### src/verilog/pdhrd_pkg.sv
// shared constants and carriers of the power data and host register decode
package pdhrd_pkg;

  // configuration space byte offsets
  localparam logic [7:0] CFG_OHCI_BAR = 8'h10;
  localparam logic [7:0] CFG_CARD_BAR = 8'h14;
  localparam logic [7:0] CFG_PM_CSR = 8'h48;
  localparam logic [7:0] CFG_PM_BRIDGE_EXT = 8'h4A;
  localparam logic [7:0] CFG_PM_POWER_DATA_BYTE = 8'h4B;

  // host controller window offsets, 2 Kbyte region
  localparam int OHCI_WIN_BITS = 11;
  localparam logic [10:0] OFS_REVISION = 11'h000;
  localparam logic [10:0] OFS_UID_ROM = 11'h004;
  localparam logic [10:0] OFS_RETRY = 11'h008;
  localparam logic [10:0] OFS_CSR_DATA = 11'h00C;
  localparam logic [10:0] OFS_CSR_COMPARE = 11'h010;
  localparam logic [10:0] OFS_CSR_COMMAND = 11'h014;
  localparam logic [10:0] OFS_ROM_HEADER = 11'h018;
  localparam logic [10:0] OFS_BUS_NAME = 11'h01C;
  localparam logic [10:0] OFS_BUS_OPTION = 11'h020;
  localparam logic [10:0] OFS_UID_HIGH = 11'h024;
  localparam logic [10:0] OFS_UID_LOW = 11'h028;
  localparam logic [10:0] OFS_ROM_BASE = 11'h034;
  localparam logic [10:0] OFS_PW_ADDR_LOW = 11'h038;
  localparam logic [10:0] OFS_PW_ADDR_HIGH = 11'h03C;
  localparam logic [10:0] OFS_MAKER = 11'h040;
  localparam logic [10:0] OFS_HC_SET = 11'h050;
  localparam logic [10:0] OFS_HC_CLEAR = 11'h054;

  // card function registers, 256 byte region behind the card base register
  localparam int CARD_WIN_BITS = 8;
  localparam logic [7:0] OFS_FN_EVENT = 8'h00;
  localparam logic [7:0] OFS_FN_MASK = 8'h04;
  localparam logic [7:0] OFS_FN_STATE = 8'h08;
  localparam logic [7:0] OFS_FN_FORCE = 8'h0C;

  // card function bit positions
  localparam int FN_WAKE_BIT = 4;
  localparam int FN_IRQ_BIT = 15;

  // power management control and status fields
  localparam int PM_STATE_LSB = 0;
  localparam int PM_SELECT_LSB = 9;
  localparam int PM_SCALE_LSB = 13;
  localparam logic [3:0] PM_SELECT_LAST_VALID = 4'h7;
  localparam int PM_ENTRIES = 16;
  localparam int PM_LOADABLE = 8;

  // reset and fixed values
  localparam logic [7:0] PM_POWER_DATA_BYTE_RESET = 8'h00;
  localparam logic [7:0] PM_BRIDGE_VALUE = 8'h00;
  localparam logic [31:0] WORD_ZERO = 32'h0000_0000;

  // data scale encodings
  typedef enum logic [1:0] {
    PDHRD_SCALE_UNKNOWN = 2'b00,
    PDHRD_SCALE_TENTH = 2'b01,
    PDHRD_SCALE_HUNDREDTH = 2'b10,
    PDHRD_SCALE_THOUSANDTH = 2'b11
  } pdhrd_scale_t;

  // one host bus access
  typedef struct packed {
    logic rd;
    logic wr;
    logic cfg;
    logic [31:0] addr;
    logic [31:0] wdata;
    logic [3:0] be;
  } pdhrd_req_t;

  // answer, one cycle after the access
  typedef struct packed {
    logic ack;
    logic hit;
    logic [31:0] rdata;
  } pdhrd_rsp_t;

  // power data entry as loaded from the serial eeprom
  typedef struct packed {
    logic valid;
    logic [3:0] index;
    logic [7:0] value;
    pdhrd_scale_t scale;
  } pdhrd_load_t;

endpackage : pdhrd_pkg

### src/verilog/pdhrd_top.sv
// register front end: power data, card function and host window decode
//
// How it works
// bridge support byte always reads zero
// sixteen power data bytes, zero by default
// only entries zero to seven load from eeprom
// select field indexes reported power entry
// scale field: unknown, tenth, hundredth, thousandth
// selector eight to fifteen reads zero
// eeprom image keeps standby power exclusive
// four 32-bit card function registers
// card registers answer only when select low
// status change and card interrupt outputs
// host window is 2 Kbyte at 10h
// set address sets bits written one
// clear address clears bits written one
// either pair address reads shared register
// clear address read may return masked
// decode version, retries, csr, posted, control
// unique id rom access at 04h
// unique id halves at 24h/28h, reserved after
// select bits 12:9, scale bits 14:13
`timescale 1ns/1ps

module pdhrd_top #(
  parameter logic [31:0] REVISION_VALUE = 32'h0001_0001,
  parameter logic [31:0] MAKER_VALUE = 32'h0012_3456, // arbitrary value
  parameter logic [31:0] BUS_NAME_VALUE = 32'h3133_3934,
  parameter logic [31:0] HC_CLEAR_READ_MASK = 32'hFFFF_FFFF
) (
  // clock and reset
  input wire logic clk,
  input wire logic resetn,
  // host bus access and answer
  input wire pdhrd_pkg::pdhrd_req_t req,
  output pdhrd_pkg::pdhrd_rsp_t rsp,
  // eeprom power data load
  input wire pdhrd_pkg::pdhrd_load_t pm_load,
  // identity and link state from the controller core
  input wire logic [63:0] node_uid,
  input wire logic [47:0] posted_addr,
  input wire logic pme_req,
  input wire logic func_irq_req,
  // mode strap pin
  input wire logic card_mode_select_low,
  // event pins; power event pin and line a shared between card and host modes
  output logic card_status_change_out,
  output logic card_interrupt_out,
  output logic host_power_event_pin,
  output logic host_irq_line_a,
  // host control register contents for the core
  output logic [31:0] host_control
);

  ////////////////////////////////////////////////////////////////////////
  // declarations

  // mode pin synchroniser, first stage read only by second
  logic mode_meta;
  logic mode_sync;
  logic card_mode;
  // configuration state
  logic [31:0] ohci_bar; // base of the 2 Kbyte window
  logic [31:0] card_bar; // base of the card function window
  logic [1:0] pm_state; // power state field
  logic [3:0] pm_select; // data select field
  // power data complex
  logic [7:0] pm_value [pdhrd_pkg::PM_ENTRIES];
  pdhrd_pkg::pdhrd_scale_t pm_scale [pdhrd_pkg::PM_LOADABLE];
  logic [7:0] sel_value; // byte reported at 4Bh
  pdhrd_pkg::pdhrd_scale_t sel_scale; // scale reported in csr
  // host window storage
  logic [31:0] uid_rom;
  logic [31:0] retry;
  logic [31:0] csr_data;
  logic [31:0] csr_compare;
  logic [31:0] csr_command;
  logic [31:0] rom_header;
  logic [31:0] bus_option;
  logic [31:0] rom_base;
  logic [31:0] hc_reg; // shared register of the set/clear pair
  // card function registers
  logic [31:0] fn_event;
  logic [31:0] fn_mask;
  logic [31:0] fn_state;
  // decode
  logic [31:0] wmask; // byte lanes as a bit mask
  logic [31:0] wbits; // written data under the lanes
  logic ohci_hit;
  logic card_hit;
  logic [10:0] ohci_ofs;
  logic [7:0] card_ofs;
  logic [7:0] cfg_ofs;
  logic ohci_wr;
  logic card_wr;
  logic cfg_wr;
  logic hit;
  logic [31:0] next_rdata;
  logic [31:0] fn_set; // hardware event sources this cycle

  ////////////////////////////////////////////////////////////////////////
  // mode pin and shared decode

  // two flops before anything looks at the strap pin
  always_ff @(posedge clk) begin
    if (!resetn) begin
      mode_meta <= 1'b1;
      mode_sync <= 1'b1;
    end else begin
      mode_meta <= card_mode_select_low;
      mode_sync <= mode_meta;
    end
  end

  assign card_mode = !mode_sync;

  // byte enables spread to bits; only enabled lanes change
  always_comb begin
    for (int i = 0; i < 4; i++) begin
      wmask[i*8 +: 8] = {8{req.be[i]}};
    end
    wbits = req.wdata & wmask;
  end

  assign cfg_ofs = {req.addr[7:2], 2'b00};
  assign ohci_ofs = {req.addr[10:2], 2'b00};
  assign card_ofs = {req.addr[7:2], 2'b00};
  // window compare on the upper address bits
  assign ohci_hit = !req.cfg &&
    (req.addr[31:pdhrd_pkg::OHCI_WIN_BITS] ==
     ohci_bar[31:pdhrd_pkg::OHCI_WIN_BITS]);
  // card window silent unless the select pin is low
  assign card_hit = !req.cfg && card_mode && !ohci_hit &&
    (req.addr[31:pdhrd_pkg::CARD_WIN_BITS] ==
     card_bar[31:pdhrd_pkg::CARD_WIN_BITS]);
  assign cfg_wr = req.wr && req.cfg;
  assign ohci_wr = req.wr && ohci_hit;
  assign card_wr = req.wr && card_hit;
  assign hit = req.cfg || ohci_hit || card_hit;

  ////////////////////////////////////////////////////////////////////////
  // configuration space

  // base registers: window size bits read back as zero
  always_ff @(posedge clk) begin
    if (!resetn) begin
      ohci_bar <= pdhrd_pkg::WORD_ZERO;
      card_bar <= pdhrd_pkg::WORD_ZERO;
    end else if (cfg_wr && cfg_ofs == pdhrd_pkg::CFG_OHCI_BAR) begin
      ohci_bar[31:pdhrd_pkg::OHCI_WIN_BITS] <=
        wbits[31:pdhrd_pkg::OHCI_WIN_BITS] |
        (ohci_bar[31:pdhrd_pkg::OHCI_WIN_BITS] &
         ~wmask[31:pdhrd_pkg::OHCI_WIN_BITS]);
    end else if (cfg_wr && cfg_ofs == pdhrd_pkg::CFG_CARD_BAR) begin
      card_bar[31:pdhrd_pkg::CARD_WIN_BITS] <=
        wbits[31:pdhrd_pkg::CARD_WIN_BITS] |
        (card_bar[31:pdhrd_pkg::CARD_WIN_BITS] &
         ~wmask[31:pdhrd_pkg::CARD_WIN_BITS]);
    end
  end

  // power state and data select, in the low half of the 48h word
  always_ff @(posedge clk) begin
    if (!resetn) begin
      pm_state <= 2'b00;
      pm_select <= 4'h0;
    end else if (cfg_wr && cfg_ofs == pdhrd_pkg::CFG_PM_CSR) begin
      if (req.be[0]) begin
        pm_state <= req.wdata[pdhrd_pkg::PM_STATE_LSB +: 2];
      end
      // select sits in lane one only, bits 12:9
      if (req.be[1]) begin
        pm_select <= req.wdata[pdhrd_pkg::PM_SELECT_LSB +: 4];
      end
    end
  end

  ////////////////////////////////////////////////////////////////////////
  // power data complex

  // eeprom loads reach only the lower eight entries
  always_ff @(posedge clk) begin
    if (!resetn) begin
      for (int i = 0; i < pdhrd_pkg::PM_ENTRIES; i++) begin
        pm_value[i] <= pdhrd_pkg::PM_POWER_DATA_BYTE_RESET;
      end
      for (int i = 0; i < pdhrd_pkg::PM_LOADABLE; i++) begin
        pm_scale[i] <= pdhrd_pkg::PDHRD_SCALE_UNKNOWN;
      end
    end else if (pm_load.valid &&
                 pm_load.index <= pdhrd_pkg::PM_SELECT_LAST_VALID) begin
      // upper entries stay zero: reserved for multifunction parts
      pm_value[pm_load.index] <= pm_load.value;
      pm_scale[pm_load.index[2:0]] <= pm_load.scale;
    end
  end

  // selected entry; reserved selectors report zero and unknown scale
  always_comb begin
    if (pm_select <= pdhrd_pkg::PM_SELECT_LAST_VALID) begin
      // 0..3 consumed, 4..7 dissipated, D0..D3 each
      sel_value = pm_value[pm_select];
      sel_scale = pm_scale[pm_select[2:0]];
    end else begin
      sel_value = pdhrd_pkg::PM_POWER_DATA_BYTE_RESET;
      sel_scale = pdhrd_pkg::PDHRD_SCALE_UNKNOWN;
    end
  end

  ////////////////////////////////////////////////////////////////////////
  // host window storage

  // plain read/write words, byte lanes honoured
  always_ff @(posedge clk) begin
    if (!resetn) begin
      uid_rom <= pdhrd_pkg::WORD_ZERO;
      retry <= pdhrd_pkg::WORD_ZERO;
      csr_data <= pdhrd_pkg::WORD_ZERO;
      csr_compare <= pdhrd_pkg::WORD_ZERO;
      csr_command <= pdhrd_pkg::WORD_ZERO;
      rom_header <= pdhrd_pkg::WORD_ZERO;
      bus_option <= pdhrd_pkg::WORD_ZERO;
      rom_base <= pdhrd_pkg::WORD_ZERO;
    end else if (ohci_wr) begin
      case (ohci_ofs)
        pdhrd_pkg::OFS_UID_ROM: begin
          uid_rom <= wbits | (uid_rom & ~wmask);
        end
        pdhrd_pkg::OFS_RETRY: begin
          retry <= wbits | (retry & ~wmask);
        end
        pdhrd_pkg::OFS_CSR_DATA: begin
          csr_data <= wbits | (csr_data & ~wmask);
        end
        pdhrd_pkg::OFS_CSR_COMPARE: begin
          csr_compare <= wbits | (csr_compare & ~wmask);
        end
        pdhrd_pkg::OFS_CSR_COMMAND: begin
          csr_command <= wbits | (csr_command & ~wmask);
        end
        pdhrd_pkg::OFS_ROM_HEADER: begin
          rom_header <= wbits | (rom_header & ~wmask);
        end
        pdhrd_pkg::OFS_BUS_OPTION: begin
          bus_option <= wbits | (bus_option & ~wmask);
        end
        pdhrd_pkg::OFS_ROM_BASE: begin
          rom_base <= wbits | (rom_base & ~wmask);
        end
        default: begin
          // read-only or reserved words ignore writes
        end
      endcase
    end
  end

  // set/clear pair on one register; a write of zero bits does nothing
  always_ff @(posedge clk) begin
    if (!resetn) begin
      hc_reg <= pdhrd_pkg::WORD_ZERO;
    end else if (ohci_wr && ohci_ofs == pdhrd_pkg::OFS_HC_SET) begin
      hc_reg <= hc_reg | wbits;
    end else if (ohci_wr && ohci_ofs == pdhrd_pkg::OFS_HC_CLEAR) begin
      hc_reg <= hc_reg & ~wbits;
    end
  end

  assign host_control = hc_reg;

  ////////////////////////////////////////////////////////////////////////
  // card function registers

  // sources: functional interrupt and wake request
  always_comb begin
    fn_set = pdhrd_pkg::WORD_ZERO;
    fn_set[pdhrd_pkg::FN_IRQ_BIT] = func_irq_req;
    fn_set[pdhrd_pkg::FN_WAKE_BIT] = pme_req;
  end

  // present state follows the sources one cycle late
  always_ff @(posedge clk) begin
    if (!resetn) begin
      fn_state <= pdhrd_pkg::WORD_ZERO;
    end else begin
      fn_state <= fn_set;
    end
  end

  // sticky events: a source or force write wins over a clear
  always_ff @(posedge clk) begin
    if (!resetn) begin
      fn_event <= pdhrd_pkg::WORD_ZERO;
    end else if (card_wr && card_ofs == pdhrd_pkg::OFS_FN_EVENT) begin
      fn_event <= (fn_event & ~wbits) | fn_set;
    end else if (card_wr && card_ofs == pdhrd_pkg::OFS_FN_FORCE) begin
      fn_event <= fn_event | fn_set | wbits;
    end else begin
      fn_event <= fn_event | fn_set;
    end
  end

  // mask gates events onto the card pins
  always_ff @(posedge clk) begin
    if (!resetn) begin
      fn_mask <= pdhrd_pkg::WORD_ZERO;
    end else if (card_wr && card_ofs == pdhrd_pkg::OFS_FN_MASK) begin
      fn_mask <= wbits | (fn_mask & ~wmask);
    end
  end

  ////////////////////////////////////////////////////////////////////////
  // event pins

  // card mode steers status change onto the power event pin and the
  // function interrupt onto line a; host mode passes the core requests
  always_ff @(posedge clk) begin
    if (!resetn) begin
      card_status_change_out <= 1'b0;
      card_interrupt_out <= 1'b0;
      host_power_event_pin <= 1'b0;
      host_irq_line_a <= 1'b0;
    end else begin
      card_status_change_out <= card_mode &&
        fn_event[pdhrd_pkg::FN_WAKE_BIT] &&
        fn_mask[pdhrd_pkg::FN_WAKE_BIT];
      card_interrupt_out <= card_mode &&
        fn_event[pdhrd_pkg::FN_IRQ_BIT] &&
        fn_mask[pdhrd_pkg::FN_IRQ_BIT];
      host_power_event_pin <= card_mode ?
        (fn_event[pdhrd_pkg::FN_WAKE_BIT] &&
         fn_mask[pdhrd_pkg::FN_WAKE_BIT]) : pme_req;
      host_irq_line_a <= card_mode ?
        (fn_event[pdhrd_pkg::FN_IRQ_BIT] &&
         fn_mask[pdhrd_pkg::FN_IRQ_BIT]) : func_irq_req;
    end
  end

  ////////////////////////////////////////////////////////////////////////
  // read path

  // unmapped and reserved words read zero
  always_comb begin
    next_rdata = pdhrd_pkg::WORD_ZERO;
    if (req.cfg) begin
      case (cfg_ofs)
        pdhrd_pkg::CFG_OHCI_BAR: next_rdata = ohci_bar;
        pdhrd_pkg::CFG_CARD_BAR: next_rdata = card_bar;
        pdhrd_pkg::CFG_PM_CSR: begin
          next_rdata[31:24] = sel_value;
          next_rdata[23:16] = pdhrd_pkg::PM_BRIDGE_VALUE;
          next_rdata[pdhrd_pkg::PM_SCALE_LSB +: 2] = sel_scale;
          next_rdata[pdhrd_pkg::PM_SELECT_LSB +: 4] = pm_select;
          next_rdata[pdhrd_pkg::PM_STATE_LSB +: 2] = pm_state;
        end
        default: next_rdata = pdhrd_pkg::WORD_ZERO;
      endcase
    end else if (ohci_hit) begin
      case (ohci_ofs)
        pdhrd_pkg::OFS_REVISION: next_rdata = REVISION_VALUE;
        pdhrd_pkg::OFS_UID_ROM: next_rdata = uid_rom;
        pdhrd_pkg::OFS_RETRY: next_rdata = retry;
        pdhrd_pkg::OFS_CSR_DATA: next_rdata = csr_data;
        pdhrd_pkg::OFS_CSR_COMPARE: next_rdata = csr_compare;
        pdhrd_pkg::OFS_CSR_COMMAND: next_rdata = csr_command;
        pdhrd_pkg::OFS_ROM_HEADER: next_rdata = rom_header;
        pdhrd_pkg::OFS_BUS_NAME: next_rdata = BUS_NAME_VALUE;
        pdhrd_pkg::OFS_BUS_OPTION: next_rdata = bus_option;
        pdhrd_pkg::OFS_UID_HIGH: next_rdata = node_uid[63:32];
        pdhrd_pkg::OFS_UID_LOW: next_rdata = node_uid[31:0];
        pdhrd_pkg::OFS_ROM_BASE: next_rdata = rom_base;
        pdhrd_pkg::OFS_PW_ADDR_LOW: next_rdata = posted_addr[31:0];
        pdhrd_pkg::OFS_PW_ADDR_HIGH: begin
          next_rdata[15:0] = posted_addr[47:32];
        end
        pdhrd_pkg::OFS_MAKER: next_rdata = MAKER_VALUE;
        pdhrd_pkg::OFS_HC_SET: next_rdata = hc_reg;
        pdhrd_pkg::OFS_HC_CLEAR: begin
          next_rdata = hc_reg & HC_CLEAR_READ_MASK;
        end
        default: next_rdata = pdhrd_pkg::WORD_ZERO;
      endcase
    end else if (card_hit) begin
      case (card_ofs)
        pdhrd_pkg::OFS_FN_EVENT: next_rdata = fn_event;
        pdhrd_pkg::OFS_FN_MASK: next_rdata = fn_mask;
        pdhrd_pkg::OFS_FN_STATE: next_rdata = fn_state;
        default: next_rdata = pdhrd_pkg::WORD_ZERO; // force reads zero
      endcase
    end
  end

  // answer registered one cycle after every access
  always_ff @(posedge clk) begin
    if (!resetn) begin
      rsp <= '0;
    end else begin
      rsp.ack <= req.rd || req.wr;
      rsp.hit <= (req.rd || req.wr) && hit;
      rsp.rdata <= req.rd ? next_rdata : pdhrd_pkg::WORD_ZERO;
    end
  end

endmodule : pdhrd_top
### config.mk
export PLATFORM = sky130hd
export DESIGN_NAME = pdhrd_top
export DESIGN_NICKNAME = d
export VERILOG_FILES = /design/src/verilog/pdhrd_pkg.sv /design/src/verilog/pdhrd_top.sv
export SDC_FILE = /design/constraint.sdc
export NUM_CORES = 1
export LEC_CHECK = 0
export BUFFER_PORTS_ARGS = -buffer_cell sky130_fd_sc_hd__buf_2
export CORE_UTILIZATION = 45
export DETAILED_ROUTE_END_ITERATION = 7
export MAX_ROUTING_LAYER = met4
export PLACE_DENSITY = 0.66
export SLEW_MARGIN = 15
export SYNTH_ARGS = -nofsm -noshare
export SYNTH_HDL_FRONTEND = slang
export SYNTH_SLANG_ARGS = --single-unit
### constraint.sdc
create_clock -name clk -period 2.2 [get_ports clk]
set_input_delay 0.44 -clock clk [delete_from_list [all_inputs] [get_ports clk]]
set_output_delay 0.44 -clock clk [all_outputs]
set_load 0.02 [all_outputs]
* Yosys cells after proc, flatten, opt, wreduce, memory -nomap -nowiden *
Memory sizes are Yosys's and may differ from the RTL's. A register that Yosys moved wholly into a read port is not among the register bits.
Index checks and enable logic that the tools add are counted.

storage, ports and cells
  bits in registers = 475
  bits in writable memories = 144
  input bits = 203
  output and inout bits = 70
  logic and storage cells = 168
  memories = 2

operators by class
  order comparisons = 2
  equal/unequal tests = 24
  muxes and demuxes = 33
  bitwise operators = 34
  reduce and logical (&&, ||, !) cells = 47

memory list
  name      words  bits a word  read ports  clocked after Yosys merged registers in  wr ports  line             text
  pm_value  16     8            1           1                                        16        pdhrd_top.sv:68  logic [7:0] pm_value [pdhrd_pkg::PM_ENTRIES];
  pm_scale  8      2            1           1                                        8         pdhrd_top.sv:69  pdhrd_pkg::pdhrd_scale_t pm_scale [pdhrd_pkg::PM_LOADABLE];

operators with widths
  operator              count
  $and A32 B32 Y32      12
  $or A32 B32 Y32       11
  $pmux W16 S16         1
  $pmux W16 S15         1
  $mux W32              7
  $pmux W32 S3          1
  $not A32 Y32          2
  $or A32 B16 Y32       2
  $eq A9 B4 Y1 const B  6
  $pmux W16 S3          1
  $eq A9 B3 Y1 const B  4
  $eq A9 B5 Y1 const B  3
  $and A24 B24 Y24      1
  $eq A24 B24 Y1        1
  $not A24 Y24          1
  $or A24 B24 Y24       1
  $reduce_and A2 Y1     12
  $logic_and A1 B1 Y1   23
  $and A21 B21 Y21      1
  $eq A21 B21 Y1        1
  $not A21 Y21          1
  $or A21 B21 Y21       1
  $eq A9 B2 Y1 const B  2
  $pmux W6 S3           1
  21 further kinds      43

* Depth between registers and ports, before layout *
Gate-level depths: netlist of run 1.

  depth in word-level cells = 9
  gate-level depth with buffers = 10
  depth with buffers taken out = 6

* Least setup slack after synthesis of run 1 *
No wires, ideal clock.

  path type = input -> register
  start point = in resetn
  end point = mem pm_value[2][0] (enable)
  library setup time = 0.384 ns
  arrival time = 1.945 ns
  data required time = 1.816 ns
  slack = -0.129 ns
  stages on the path = 4
  path buffers = 1
  path through = inv_2 > or4b_2 > clkbuf_1 > o21ai_0

RTL lines
  item             line             text
  start, declared  pdhrd_top.sv:33  input wire logic resetn,
  end, declared    pdhrd_top.sv:68

==> results of run 1 <==
## kinds of logic (layout without fill, tap and decap cells)
group,after synthesis,in the layout,share of synthesized area
flops,593,593,0.4869
xor+xnor,42,42,0.01345
mux,393,393,0.1606
compound gates,486,486,0.1364
other cells,1,70,0.0001371
simple gates,830,830,0.1672
buf+inv,207,828,0.03542
## layer usage
metal | track usage | routed length, um | share of wire | vias up
met4 | 0.1230 | 3582 | 0.035 | 0
li1 | - | - | - | 10833
met2 | 0.4978 | 45510 | 0.45 | 1161
met1 | 0.4526 | 44190 | 0.43 | 11941
met5 | - | 0 | 0 | -
met3 | 0.05715 | 8943 | 0.087 | 177
## worst paths after layout
| check | end | slack [ps] | cells past startpoint |
|---|---|---|---|
| setup / recovery | flop | -10 | 9 |
| hold / removal | fn_event[1]$_SDFFE_PN0P_ | 110 | 2 |
| setup reg to reg | flop | -10 | 9 |
| hold reg to reg | mode_sync$_SDFF_PN1_ | 410 | 1 |
## where the power goes
part           internal, W  switching (W)
Sequential          0.0114      0.0000617
Combinational     0.000580        0.00106
Clock              0.00614        0.00466
Total               0.0181        0.00578
## worst reg2reg max path, stage by stage, from the launching register on
cell	delay, ps
dfxtp_2	340
xnor2_2	170
nand4_1	170
nor4_4	330
buf_6	180
and4_4	270
buf_8	150
buf_12	140
a31oi_1	90
a311oi_2	270
## synthesized netlist by cell type (all sizes together) (7+ instances only)
library cell,count
nand2,367
o2bb2ai,7
nand3,72
nor3,21
and3,21
mux4,36
nand4,21
edfxtp,144
a21oi,23
buf,80
and4,15
a221oi,29
a222oi,27
clkbuf,115
a22oi,105
nor2b,13
dfxtp,449
a221o,13
a311oi,30
mux2i,352
inv,11
nor4b,34
a31o,8
a211oi,49
nand2b,17
nor2,106
o21ai,30
and2,95
a31oi,76
a22o,41
xor2,18
xnor2,24
nor4,14
## stage by stage
stage / power (W) / instance area, um2 / setup slack (ps)
after floorplan: 0.01228 / 27610 / -129.1
after global placement: 0.01318 / 32830 / -1115
after detailed placement: 0.01321 / 32830 / -1089
after CTS: 0.02390 / 35180 / -16.09
after global routing: 0.02451 / 35520 / -89.65
final: 0.02387 / 35520 / -12.28
## repair_timing
action / CTS / global route
pin swaps: 11 / 38
setup endpoints to repair: 339 / 307
hold buffers: 1 / 0
cloned: 1 / 0
hold endpoints to repair: 1 / 0
gates resized for setup: 50 / 68
buffers inserted: 3 / 8
## cell usage in the layout, fill, tap and decap left out, types with 20 or more instances in the layout
cell / n
clkbuf_16: 68
a21oi_1: 21
buf_12: 54
dfxtp_1: 444
and2_1: 87
nor4b_1: 31
o21ai_0: 20
a211oi_1: 40
a311oi_1: 28
nand3_4: 22
nor2_1: 97
edfxtp_1: 144
buf_2: 269
a222oi_1: 27
nand2_1: 366
a22o_1: 41
buf_6: 20
buf_4: 346
a22oi_1: 104
nand3_1: 39
mux4_2: 36
mux2i_1: 350
a221oi_1: 28
conb_1: 64
a31oi_1: 72
## final cells by class
class | count | share of cell area
antenna | 6 | 0.0004227
clock buffer | 92 | 0.05185
clock inverter | 29 | 0.006622
inverter | 12 | 0.001339
multi-input combinational | 1815 | 0.3876
sequential | 593 | 0.3750
tap | 773 | 0.02723
timing repair buffer | 695 | 0.1500
==> summary.json, run 1 <==
{
  "synthesis": {
    "synth_area_leader": "dfxtp_1",
    "top_area_cell_type_share_of_the_netlist_area": 0.3287,
    "synth.yosys.seq_area_share": 0.4869,
    "yosysUniqueCellTypes": 94,
    "flops_latches_synth": 593,
    "ys.warnings.count": 0,
    "synth_edf_count": 144,
    "synth_area_per_cell_um2": 10.71,
    "async_set_or_reset_register_ratio_after_synthesis": 0,
    "netlist_area_um2": 27340,
    "synthCells": 2552,
    "ys.flop_type": "dfxtp_1",
    "synth_area_leaders": "dfxtp_1, edfxtp_1, mux2i_1, nand2_1, mux4_2"
  },
  "critical_path": {
    "required_ps": 2720,
    "timing_worst_setup_path_type": "reg2reg",
    "critical_path.max_fanout": 8,
    "crit_path_cell_trace": "xnor2_2 > nand4_1 > nor4_4 > buf_6 > and4_4 > buf_8 > buf_12 > a31oi_1 > a311oi_2",
    "worst_setup_path_start_kind": "flop",
    "critical_path.n_buffers_inverters": 3,
    "crit_slowest_cell": "dfxtp_2",
    "arrival_time_at_the_worst_endpoint_ps": 2730,
    "crit_path_end_kind": "flop",
    "slowest_delay_ps": 340,
    "critPathTopFamily": "simple AND/OR/NAND/NOR gates"
  },
  "sta": {
    "timing.final.max_slew_violations": 0,
    "slew_headroom": 0.4703,
    "finClkSkew_ps": 28.95,
    "fin_crit_sh": 1.006,
    "unrepaired_setup_endpoints_after_global_routing": "yes",
    "max_freq_mhz": 452.0,
    "timing.final.crit_period_ps": 2212,
    "hold_slack_ps": 107.6,
    "tns_ps": -13.87,
    "final_critical_path_setup_slack_ps": -12.28,
    "timing.final.hold_violations": 0,
    "worstMarginPinSlew_ps": 794.5,
    "finalSetupViolations": 2
  },
  "global_route": {
    "grt_first_pass_wirelength_um": 151500,
    "overflow": 0,
    "pin_count_of_the_biggest_net_entering_global_routing": 161,
    "initial_antenna_violation_count": 6,
    "grtUsageTotal": 0.3333,
    "vias_in_the_first_global_route": 23658
  },
  "floorplanning": {
    "design.portCount": 273,
    "dieHeight_um": 248.5,
    "core.rowCount": 89,
    "floorplan.initialDensity": 0.4590,
    "core_region_area_um2": 59580,
    "dieWidth_um": 248.5,
    "die_area_um2": 61750
  },
  "place": {
    "gp_congestion": 0.9623,
    "detailed_place_hpwl_um": 76580,
    "placed_cells": 3876,
    "place.port_buffers": 270
  },
  "route": {
    "postRouteAntennaNets": 0,
    "finalWirelength_um": 102200,
    "avgRoutedWirePerCell_um": 25.46,
    "drt-pass1-iter-count": 8,
    "dr.first_iter.drc_count": 2530,
    "detail_route.drc_violations": 0,
    "vias": 24112,
    "routed_vias_inst": 6.005
  },
  "cts": {
    "clk-insertion-delay-late_ps": 630,
    "cts.htree.levels": 3,
    "cts-root-to-sink-buffers": 3,
    "cts_root_buffer": "clkbuf_16",
    "cts_num_sinks": 593,
    "cts_buffers": 66,
    "worst_path_clk_slew_ps": 60,
    "tritoncts_clock_tree": "built"
  },
  "power_and_ir_drop": {
    "p_leak_nw": 15.34,
    "power_density_nw_per_um2": 671.9,
    "vdd.ir_drop.worst_uv": 673.6
  },
  "final_layout": {
    "post-route-util": 0.5962,
    "fillers": 4926,
    "finalNetCount": 3386,
    "post_layout_nonfiller_instances": 4015,
    "drive_gt1_frac": 0.3019,
    "register_area_um2": 13320,
    "area_delta_synth_final_pct": 29.90,
    "multi_input_area_um2": 13770
  },
  "outcome": {
    "outcome": "complete, but fails checks",
    "violations_in_the_final_reports": "negative setup slack"
  },
  "hold_path": {
    "holdCritStartpoint": "req[5]",
    "timing.hold.worst.class": "in2reg"
  },
  "job": {
    "cap_viol_max_count": 0
  }
}
No activity file was read; power rests on OpenSTA's default activity.
==> inputs of run 2 (changes only) <==
RECOVER_POWER = 100   (was default)
==> run 2 against run 1 <==
The run ends with design-rule violations, max-capacitance violations, max-slew violations, negative setup slack left. Die area did not move. Clock power barely moved. Cell count did not move. Combinational power barely moved. Setup slack barely moved. Highest routed layer unchanged. First-iteration DRC count fell by 1.2%. Global-route usage did not move. Critical path depth did not move. Largest cell class unchanged. Sequential power barely moved.
==> summary.json, run 2 (synthesis results as in run 1) <==
{
  "final_layout": {
    "fillers": {"value": 5006, "change": "was 4,926"},
    "register_area": {"value": 13320, "unit": "um2", "change": "unchanged"},
    "finalNetCount": {"value": 3386, "change": "unchanged"},
    "fin_area": {"value": 35200, "unit": "um2", "change": "was 35,520 um2"},
    "area_delta_synth_final": {"value": 28.74, "unit": "%", "change": "was 29.90%"},
    "multi_input_area": {"value": 13750, "unit": "um2", "change": "was 13,770 um2"},
    "layout.cells.most_common_list": {"value": "dfxtp_1, nand2_1, mux2i_1", "change": "unchanged"},
    "most_common_cell_after_layout_fill_and_taps_aside": {"value": "dfxtp_1", "change": "unchanged"},
    "drive_gt1_frac": {"value": 0.2679, "change": "was 0.3019"}
  },
  "sta": {
    "timing.final.hold_violations": {"value": 0, "change": "unchanged"},
    "hold_slack": {"value": 103.9, "unit": "ps", "change": "was 107.6 ps"},
    "worstMarginPinSlew": {"value": 1533, "unit": "ps", "change": "was 794.5 ps"},
    "finClkSkew": {"value": 27.12, "unit": "ps", "change": "was 28.95 ps"},
    "unrepaired_setup_endpoints_after_global_routing": {"value": "yes", "change": "unchanged"},
    "timing.final.max_slew_violations": {"value": 71, "change": "was 0"},
    "finalSetupViolations": {"value": 3, "change": "was 2"},
    "timing.final.crit_period": {"value": 2212, "unit": "ps", "change": "about the same"},
    "max_freq": {"value": 452.1, "unit": "MHz", "change": "was 452.0 MHz"},
    "tns": {"value": -20.17, "unit": "ps", "change": "was -13.87 ps"},
    "fin_crit_sh": {"value": 1.005, "change": "was 1.006"},
    "slew_headroom": {"value": -0.02197, "change": "was 0.4703"},
    "final_critical_path_setup_slack": {"value": -12.03, "unit": "ps", "change": "was -12.28 ps"}
  },
  "outcome": {
    "outcome": {"value": "complete, but fails checks", "change": "unchanged"},
    "violations_in_the_final_reports": {"value": "design-rule violations, max-capacitance violations, max-slew violations, negative setup slack", "change": "was negative setup slack"}
  },
  "power_and_ir_drop": {
    "clockPowerShare": {"value": 0.453, "change": "about the same"},
    "p_leak": {"value": 14.87, "unit": "nW", "change": "was 15.34 nW"},
    "netSwitchingPower": {"value": 0.005780, "unit": "W", "change": "was 0.005782 W"},
    "comb_power_share": {"value": 0.068, "change": "was 0.069"},
    "share_seq_of_total_power": {"value": 0.479, "change": "about the same"},
    "internal_power": {"value": 0.01806, "unit": "W", "change": "was 0.01808 W"},
    "switching_share": {"value": 0.2424, "change": "was 0.2423"},
    "vdd.ir_drop.worst": {"value": 673.9, "unit": "uV", "change": "was 673.6 uV"},
    "power_density": {"value": 677.3, "unit": "nW/um2", "change": "was 671.9 nW/um2"}
  },
  "route": {
    "drt-pass1-iter-count": {"value": 8, "change": "unchanged"},
    "detail_route.drc_violations": {"value": 3, "change": "was 0"},
    "avgRoutedWirePerCell": {"value": 25.46, "unit": "um", "change": "about the same"},
    "postRouteAntennaNets": {"value": 0, "change": "unchanged"},
    "dr.first_iter.drc_count": {"value": 2500, "change": "was 2,530"},
    "routed_vias_inst": {"value": 5.995, "change": "was 6.005"},
    "finalWirelength": {"value": 102200, "unit": "um", "change": "about the same"},
    "vias": {"value": 24068, "change": "was 24,112"}
  },
  "critical_path": {
    "crit_path_end_kind": {"value": "flop", "change": "unchanged"},
    "critical_path.max_fanout": {"value": 8, "change": "unchanged"},
    "arrival_time_at_the_worst_endpoint": {"value": 2730, "unit": "ps", "change": "about the same"},
    "required": {"value": 2720, "unit": "ps", "change": "about the same"},
    "worst_setup_path_start_kind": {"value": "flop", "change": "unchanged"},
    "timing_worst_setup_path_type": {"value": "reg2reg", "change": "unchanged"}
  },
  "floorplanning": {
    "design.portCount": {"value": 273, "change": "unchanged"},
    "dieHeight": {"value": 248.5, "unit": "um", "change": "unchanged"},
    "core.rowCount": {"value": 89, "change": "unchanged"},
    "core_region_area": {"value": 59580, "unit": "um2", "change": "unchanged"},
    "dieWidth": {"value": 248.5, "unit": "um", "change": "unchanged"},
    "floorplan.initialDensity": {"value": 0.4590, "change": "unchanged"},
    "die_area": {"value": 61750, "unit": "um2", "change": "unchanged"}
  },
  "global_route": {
    "overflow": {"value": 0, "change": "unchanged"},
    "grt_first_pass_wirelength": {"value": 151500, "unit": "um", "change": "unchanged"},
    "initial_antenna_violation_count": {"value": 6, "change": "unchanged"},
    "grtUsageTotal": {"value": 0.3333, "change": "unchanged"},
    "pin_count_of_the_biggest_net_entering_global_routing": {"value": 161, "change": "unchanged"},
    "vias_in_the_first_global_route": {"value": 23658, "change": "unchanged"}
  },
  "place": {
    "place_worst_setup_slack": {"value": -1089, "unit": "ps", "change": "unchanged"},
    "place.port_buffers": {"value": 270, "change": "unchanged"},
    "place_area": {"value": 32830, "unit": "um2", "change": "unchanged"},
    "gp_congestion": {"value": 0.9623, "change": "unchanged"},
    "detailed_place_hpwl": {"value": 76580, "unit": "um", "change": "unchanged"}
  },
  "job": {
    "cap_viol_max_count": {"value": 1, "change": "was 0"}
  },
  "cts": {
    "cts_buffers": {"value": 66, "change": "unchanged"},
    "cts-root-to-sink-buffers": {"value": 3, "change": "unchanged"},
    "tritoncts_clock_tree": {"value": "built", "change": "unchanged"},
    "clk-insertion-delay-late": {"value": 630, "unit": "ps", "change": "about the same"},
    "worst_path_clk_slew": {"value": 60, "unit": "ps", "change": "about the same"},
    "cts_root_buffer": {"value": "clkbuf_16", "change": "unchanged"},
    "cts.htree.levels": {"value": 3, "change": "unchanged"},
    "cts_num_sinks": {"value": 593, "change": "unchanged"}
  },
  "hold_path": {
    "timing.hold.worst.class": {"value": "in2reg", "change": "unchanged"}
  }
}
==> run 2: final cells by class <==
| cell class | count | area share |
|---|---|---|
| Antenna cell | 6 | 0.0004265 |
| Clock buffer | 92 | 0.05232 |
| Clock inverter | 29 | 0.006682 |
| Inverter | 12 | 0.001315 |
| Multi-Input combinational cell | 1815 | 0.3907 |
| Sequential cell | 593 | 0.3784 |
| Tap cell | 773 | 0.02748 |
| Timing Repair Buffer | 695 | 0.1427 |
==> run 2: worst paths after layout <==
| kind | startpoint | endpoint | slack (ps) | depth (start not counted) |
|---|---|---|---|---|
| setup / recovery | flop | flop | -10 | 9 |
| hold / removal | req[5] | fn_event[1]$_SDFFE_PN0P_ | 100 | 2 |
| setup reg to reg | flop | flop | -10 | 9 |
| hold reg to reg | mode_meta$_SDFF_PN1_ | mode_sync$_SDFF_PN1_ | 410 | 1 |
==> run 2: worst max-delay path, cell delays in order, from the launching register on <==
cell      delay, ps
dfxtp_2         340
xnor2_2         190
nand4_1         170
nor4_4          340
buf_6           190
and4_4          270
buf_8           140
buf_12          130
a31oi_1          90
a311oi_2        260
==> run 2: power groups by stage <==
stage	registers [W]	logic [W]	clock network, W
floorplan	0.0116	0.000636	0
global placement	0.0116	0.00153	0
detailed placement	0.0117	0.00155	0
CTS	0.0114	0.00158	0.0109
global route	0.0114	0.00168	0.0114
finish	0.0114	0.00161	0.0108
==> run 2: per-stage QoR <==
stage / cells / utilization / total power [W]
after floorplan: 2615 / - / 0.01228
after global placement: 3876 / 0.5511 / 0.01318
after detailed placement: 3876 / 0.5511 / 0.01321
after CTS: 4002 / 0.5905 / 0.02390
after global routing: 4014 / 0.5908 / 0.02449
final: 4015 / 0.5909 / 0.02384
==> run 2: routing by layer <==
metal,vias to the layer above,global-route usage,share of wire
met2,1160,0.4978,0.45
li1,10821,-,-
met3,174,0.05715,0.085
met5,-,-,0
met4,0,0.1230,0.036
met1,11913,0.4526,0.43
==> run 2: what timing repair did <==
action | 4_1_cts | 5_1_grt
hold buffers | 1 | 0
buffers inserted | 3 | 8
endpoints found under the hold margin | 1 | 0
pin swaps | 11 | 38
gates resized for setup | 50 | 68
endpoints found under the setup margin | 339 | 307
gates cloned | 1 | 0
